==> src/pkg/bcds_defines.svh <==
// Purpose: constants of the break cycle data strobe block
// Assumes: 10 MHz clk, processor phase pulses arrive from pins
// Notes: shared by package, design and bench
`ifndef BCDS_DEFINES_SVH
`define BCDS_DEFINES_SVH
`define BCDS_WORD_W 18
`define BCDS_ADDR_W 15
`define BCDS_WORD_RST 18'h0_0000
`define BCDS_ADDR_RST 15'h0000
`endif

==> src/pkg/bcds_pkg.sv <==
`include "bcds_defines.svh"
package bcds_pkg;
	typedef logic [`BCDS_WORD_W-1:0] bcds_word_t;
	typedef logic [`BCDS_ADDR_W-1:0] bcds_addr_t;
	typedef enum logic [1:0] {
		BCDS_IDLE = 2'b00,
		BCDS_SYNC = 2'b01,
		BCDS_BRK  = 2'b11
	} bcds_state_t;
	typedef struct packed {
		logic p1;
		logic p2;
		logic p3;
		logic p5;
	} bcds_phase_t;
	typedef struct packed {
		bcds_state_t st;
		bcds_phase_t s1;
		bcds_phase_t s2;
		bcds_phase_t s3;
		logic        req1;
		logic        req2;
		logic        dir1;
		logic        dir2;
		logic        dir_in;
		logic        strobed;
		bcds_word_t  word;
		bcds_addr_t  loc;
		bcds_addr_t  a1;
		bcds_addr_t  a2;
		bcds_word_t  w1;
		bcds_word_t  w2;
		logic        in_stb;
		logic        out_stb;
		logic        addr_stb;
		logic        wr;
		logic        brk_rq;
	} bcds_st_t;
endpackage

==> src/verilog/bcds_strobes.sv <==
// Purpose: data phase strobes of a cycle stealing break port
// Assumes: phase pulses, request and direction are asynchronous
// Notes: strobes are active high one-cycle pulses on clk
`include "bcds_defines.svh"
module bcds_strobes
	import bcds_pkg::*;
#(
	parameter int WORD_W = `BCDS_WORD_W,
	parameter int ADDR_W = `BCDS_ADDR_W
)
(
	input  wire logic       clk,
	input  wire logic       resetn,
	input  wire logic       phase_one_pulse,
	input  wire logic       phase_two_pulse,
	input  wire logic       phase_three_pulse,
	input  wire logic       phase_five_pulse,
	input  wire logic       instr_done,
	input  wire logic       transfer_request_level,
	input  wire logic       dir_into_memory,
	input  wire bcds_addr_t ext_address,
	input  wire bcds_word_t inbound_word_lines,
	output logic            break_request,
	output logic            address_taken_pulse,
	output logic            inbound_word_strobe,
	output logic            outbound_word_strobe,
	output logic            core_write_start,
	output bcds_addr_t      core_location_reg,
	output bcds_word_t      buffered_word_outputs
);
	logic     rst1_reg;
	logic     rst2_reg;
	bcds_st_t s_reg;
	bcds_st_t s_next;
	bcds_phase_t e;
	localparam int PHASES = $bits(bcds_phase_t);
	logic [PHASES-1:0] ph_now;
	logic [PHASES-1:0] ph_old;
	logic [PHASES-1:0] ph_rise;
	// port types are fixed by the package, only the defaults serve
	if (WORD_W != $bits(bcds_word_t))
	begin : g_word_check
		$error("word width differs from the package word type");
	end
	if (ADDR_W != $bits(bcds_addr_t))
	begin : g_addr_check
		$error("address width differs from the package address type");
	end
	always_ff @(posedge clk or negedge resetn)
	begin
		if (!resetn)
		begin
			rst1_reg <= 1'b0;
			rst2_reg <= 1'b0;
		end
		else
		begin
			rst1_reg <= 1'b1;
			rst2_reg <= rst1_reg;
		end
	end
	assign ph_now = s_reg.s2;
	assign ph_old = s_reg.s3;
	// rising edges taken from the second stage against the third
	for (genvar k = 0; k < PHASES; k++)
	begin : g_edge
		assign ph_rise[k] = ph_now[k] & ~ph_old[k];
	end
	assign e = ph_rise;
	always_comb
	begin
		s_next = s_reg;
		s_next.s1 = {phase_one_pulse, phase_two_pulse,
			phase_three_pulse, phase_five_pulse};
		s_next.s2 = s_reg.s1;
		s_next.s3 = s_reg.s2;
		s_next.req1 = transfer_request_level;
		s_next.req2 = s_reg.req1;
		s_next.dir1 = dir_into_memory;
		s_next.dir2 = s_reg.dir1;
		// lines are quasi-static, still two stages before use
		s_next.a1 = ext_address;
		s_next.a2 = s_reg.a1;
		s_next.w1 = inbound_word_lines;
		s_next.w2 = s_reg.w1;
		s_next.in_stb = 1'b0;
		s_next.out_stb = 1'b0;
		s_next.addr_stb = 1'b0;
		s_next.wr = 1'b0;
		unique case (s_reg.st)
			BCDS_IDLE:
			begin
				if (e.p5 && s_reg.req2)
				begin
					s_next.st = BCDS_SYNC;
				end
			end
			BCDS_SYNC:
			begin
				// break entered after current instruction
				if (instr_done && e.p1)
				begin
					s_next.st = BCDS_BRK;
					s_next.addr_stb = 1'b1;
					s_next.loc = s_reg.a2;
					s_next.strobed = 1'b0;
				end
			end
			BCDS_BRK:
			begin
				// direction judged once, at phase three
				if (e.p3 && !s_reg.strobed)
				begin
					s_next.strobed = 1'b1;
					s_next.dir_in = s_reg.dir2;
					if (s_reg.dir2)
					begin
						s_next.in_stb = 1'b1;
						s_next.word = s_reg.w2;
					end
					else
					begin
						s_next.out_stb = 1'b1;
					end
				end
				if (e.p5 && s_reg.strobed)
				begin
					s_next.wr = s_reg.dir_in;
					// request level re-sampled for a following break
					s_next.st = s_reg.req2 ? BCDS_SYNC : BCDS_IDLE;
				end
			end
			default:
				s_next.st = BCDS_IDLE;
		endcase
		s_next.brk_rq = (s_next.st == BCDS_SYNC);
	end
	always_ff @(posedge clk or negedge rst2_reg)
	begin
		if (!rst2_reg)
		begin
			s_reg <= '0;
			s_reg.word <= `BCDS_WORD_RST;
			s_reg.loc <= `BCDS_ADDR_RST;
		end
		else
			s_reg <= s_next;
	end
	assign break_request = s_reg.brk_rq;
	assign address_taken_pulse = s_reg.addr_stb;
	assign inbound_word_strobe = s_reg.in_stb;
	assign outbound_word_strobe = s_reg.out_stb;
	assign core_write_start = s_reg.wr;
	assign core_location_reg = s_reg.loc;
	assign buffered_word_outputs = s_reg.word;
endmodule
==> config.mk <==
export PLATFORM = sky130hd
export DESIGN_NAME = bcds_strobes
export DESIGN_NICKNAME = d
export VERILOG_FILES = /design/src/pkg/bcds_pkg.sv /design/src/verilog/bcds_strobes.sv
export VERILOG_INCLUDE_DIRS = /design/src /design/src/pkg
export SDC_FILE = /design/constraint.sdc
export NUM_CORES = 1
export LEC_CHECK = 0
export ABC_CLOCK_PERIOD_IN_PS = 5700
export BUFFER_PORTS_ARGS = -buffer_cell sky130_fd_sc_hd__buf_2
export CAP_MARGIN = 20
export CORE_ASPECT_RATIO = 1.25
export CORE_MARGIN = 5
export CORE_UTILIZATION = 30
export CTS_BUF_LIST = sky130_fd_sc_hd__clkbuf_8
export CTS_CLUSTER_DIAMETER = 200
export DETAILED_ROUTE_END_ITERATION = 16
export PLACE_DENSITY = 0.48
export SETUP_SLACK_MARGIN = 0.02
export SLEW_MARGIN = 20
export SYNTH_ARGS = -nofsm -noshare
export SYNTH_HDL_FRONTEND = slang
export SYNTH_SLANG_ARGS = --single-unit
==> constraint.sdc <==
create_clock -name clk -period 5.7 [get_ports clk]
set_input_delay 0.285 -clock clk [delete_from_list [all_inputs] [get_ports clk]]
set_output_delay 0.285 -clock clk [all_outputs]
set_load 0.01 [all_outputs]
==> impl_metrics.toml <==
[cts]
clockBufferDepth = 2
cts_hold_buf = 39
cts_tree = "yes"
htree_levels = 4
cts_root_buf = "clkbuf_8"
ctsResizeCount = 0
clkTransAtPathRegs_ns = 0.07
cts_setup_buffers = 0
insertion_delay_ns = 0.42
clock_sinks = 123
cts_buffers = 17

[placed_design]
port_buffers = 78
dpl.hpwl_um = 3752
routabilityCongestion = 0.6547

[detailed_routing]
wl_um = 6140
wire_per_inst_um = 12.33
remaining_drc_errors = 0
ant_nets = 0
dr_total_vias = 1888
via_per_inst = 3.791
drt_iter0_drc = 100
drtPass1Iterations = 4

[die]
die_x_um = 112.1
rows = 46
initial_core_util_pct = 30.71
ios = 80
die_height_um = 137.6
core_mm2 = 0.01272
die-area_mm2 = 0.01542

[cells_and_area]
drive_gt1_share_pct = 45.15
n_antenna_cell = 0
layout_commonest_cell = "dfrtp_1"
final_util_pct = 39.98
num-fill-cells = 1176
synthToLayoutAreaGrowth_pct = 30.17
mostFrequentLayoutCells = "dfrtp_1 (122), buf_2 (78), dlygate4sd3_1 (39), mux2_2 (27), clkbuf_8 (22)"
largest_reg_flops = 39
multi_input_area_um2 = 543.0
fin_nets = 360
seqCellArea_mm2 = 0.003082

[hold_path]
worstHoldPathType = "in -> async"

[power]
power-per-cell-area_mw_per_mm2 = 455.9
leakagePower_nw = 2.410
ir_worst_vdd_uv = 206.8

[global_routing]
grt_pass1_vias = 2017
grt_max_degree = 73
overflow = 0
antenna_found_initial = 0
grt_pass1_wl_um = 10250
grtUsageTotal_pct = 9.060

[logic_synthesis]
synth_fp_nets = 257
yosysSeqAreaShare_pct = 78.80
synthCells = 215
syn_avg_cell_area_um2 = 18.17
synth_top_area_share_pct = 78.80
yosysWarnings = 0
synth_area_mm2 = 0.003906
synth_top_area_cell = "dfrtp_1"
ys_seq_elements = 123
netlist_top_cells_area = "dfrtp_1 (79%), mux2_2 (7.8%), buf_4 (6.3%)"
yosys.cell_types.count = 25

[setup_path]
cp.required_ns = 6.01
critPathKind = "reg -> reg"
reg2reg_from = "s_reg[123]"
rr_worst_depth = 4
cp_data_arrival_time_ns = 2.01
endpoint_kind = "flip-flop"
crit_fanout = 14
rr_endpoint = "core_location_reg[2]"
cp-start-kind = "flip-flop"
r2r_slack_ns = 4.00

[run]
cap_violations = 0

[timing]
tns_ns = 0
maxSlewViolCount = 0
rsz0062_at_grt = "false"
relSlewSlack_pct = 41.72
finalCritPeriodShare_pct = 29.87
setup_viol = 0
period_needed_ns = 1.703
fin_skew_ns = 0.009149
tightest_slew_ns = 0.8742
hold_violations = 0
max_freq_mhz = 587.3

[status]
status = "completed"
==> per-stage QoR <==
| step | total power, mW | std cells | worst slack [ns] | hold slack [ns] | cell area (um^2) |
|---|---|---|---|---|---|
| 2_1_floorplan | 1.501 | 215 | 2.020 | -0.01059 | 3906 |
| 3_3_place_gp | 1.515 | 427 | 3.694 | 0.07052 | 4244 |
| 3_5_place_dp | 1.527 | 427 | 3.662 | 0.07328 | 4244 |
| 4_1_cts | 2.368 | 497 | 3.652 | 0.1182 | 5057 |
| 5_1_grt | 2.455 | 498 | 3.664 | 0.1401 | 5085 |
| 6_report | 2.318 | 498 | 3.997 | 0.1720 | 5085 |
==> cells by family (layout without fill, tap and decap cells) <==
logic type             count (synthesis)  after routing  share of synthesized area, %
AOI/OAI and AO/OA                      5              5                        0.8330
buffers and inverters                 38            153                         7.303
DFF                                  123            123                         78.80
muxes                                 33             33                         10.09
other                                  1              1                       0.09600
and+or+nand+nor                       15             15                         2.883
==> where the power goes <==
group          internal [mW]  leakage [nW]  switching (mW)
registers               1.03          1.46          0.0747
clock network          0.483         0.223           0.316
logic                  0.230         0.728           0.183
total                   1.75          2.41           0.573
==> layout make-up <==
class                           count  area share, %
Clock buffer                       22          5.955
Timing Repair Buffer              119          16.04
Clock inverter                      9          2.362
Multi-Input combinational cell     54          10.68
Inverter                            3         0.2215
Tap cell                          168          4.134
Sequential cell                   123          60.61
==> metal layers <==
metal | vias to the layer above | GRT usage (%) | share of wire, %
met3 | 11 | 4.306 | 5.8
met2 | 51 | 13.77 | 50
met4 | 0 | 5.812 | 2.3
li1 | 876 | - | -
met1 | 950 | 10.28 | 42
met5 | - | 0 | 0
==> cells in the mapped netlist <==
library cell / instances
a21o_2: 1
a31oi_1: 1
and2_2: 1
buf_4: 33
buf_6: 1
buf_8: 1
conb_1: 1
dfrtp_1: 123
inv_1: 2
inv_2: 1
mux2_2: 27
mux2_4: 6
nand2_1: 4
nand2b_4: 1
nand3_1: 1
nand3b_1: 1
nand4bb_1: 1
nor2b_1: 1
nor3_1: 1
nor3_4: 1
nor4b_1: 1
nor4bb_1: 1
o21ai_0: 2
o21bai_1: 1
or2_2: 1
==> worst max path at each step <==
stage	to	from	cells after the start	slack, ns
floorplan	address_taken_pulse	rst2_reg	0	2.02
finish	core_location_reg[2]	s_reg[123]	4	4.00
detailed placement	core_location_reg[2]	s_reg[123]	3	3.66
global placement	core_location_reg[4]	s_reg[123]	3	3.69
CTS	core_location_reg[5]	s_reg[123]	3	3.65
global route	buffered_word_outputs[10]	rst2_reg	1	3.66
==> critical path: stages (launching register included) <==
cell	delay (ns)
dfrtp_1	0.40
nand2b_4	0.17
nor3_4	0.46
buf_16	0.22
mux2_2	0.34
Note: power is estimated with default switching activity, not from simulation.
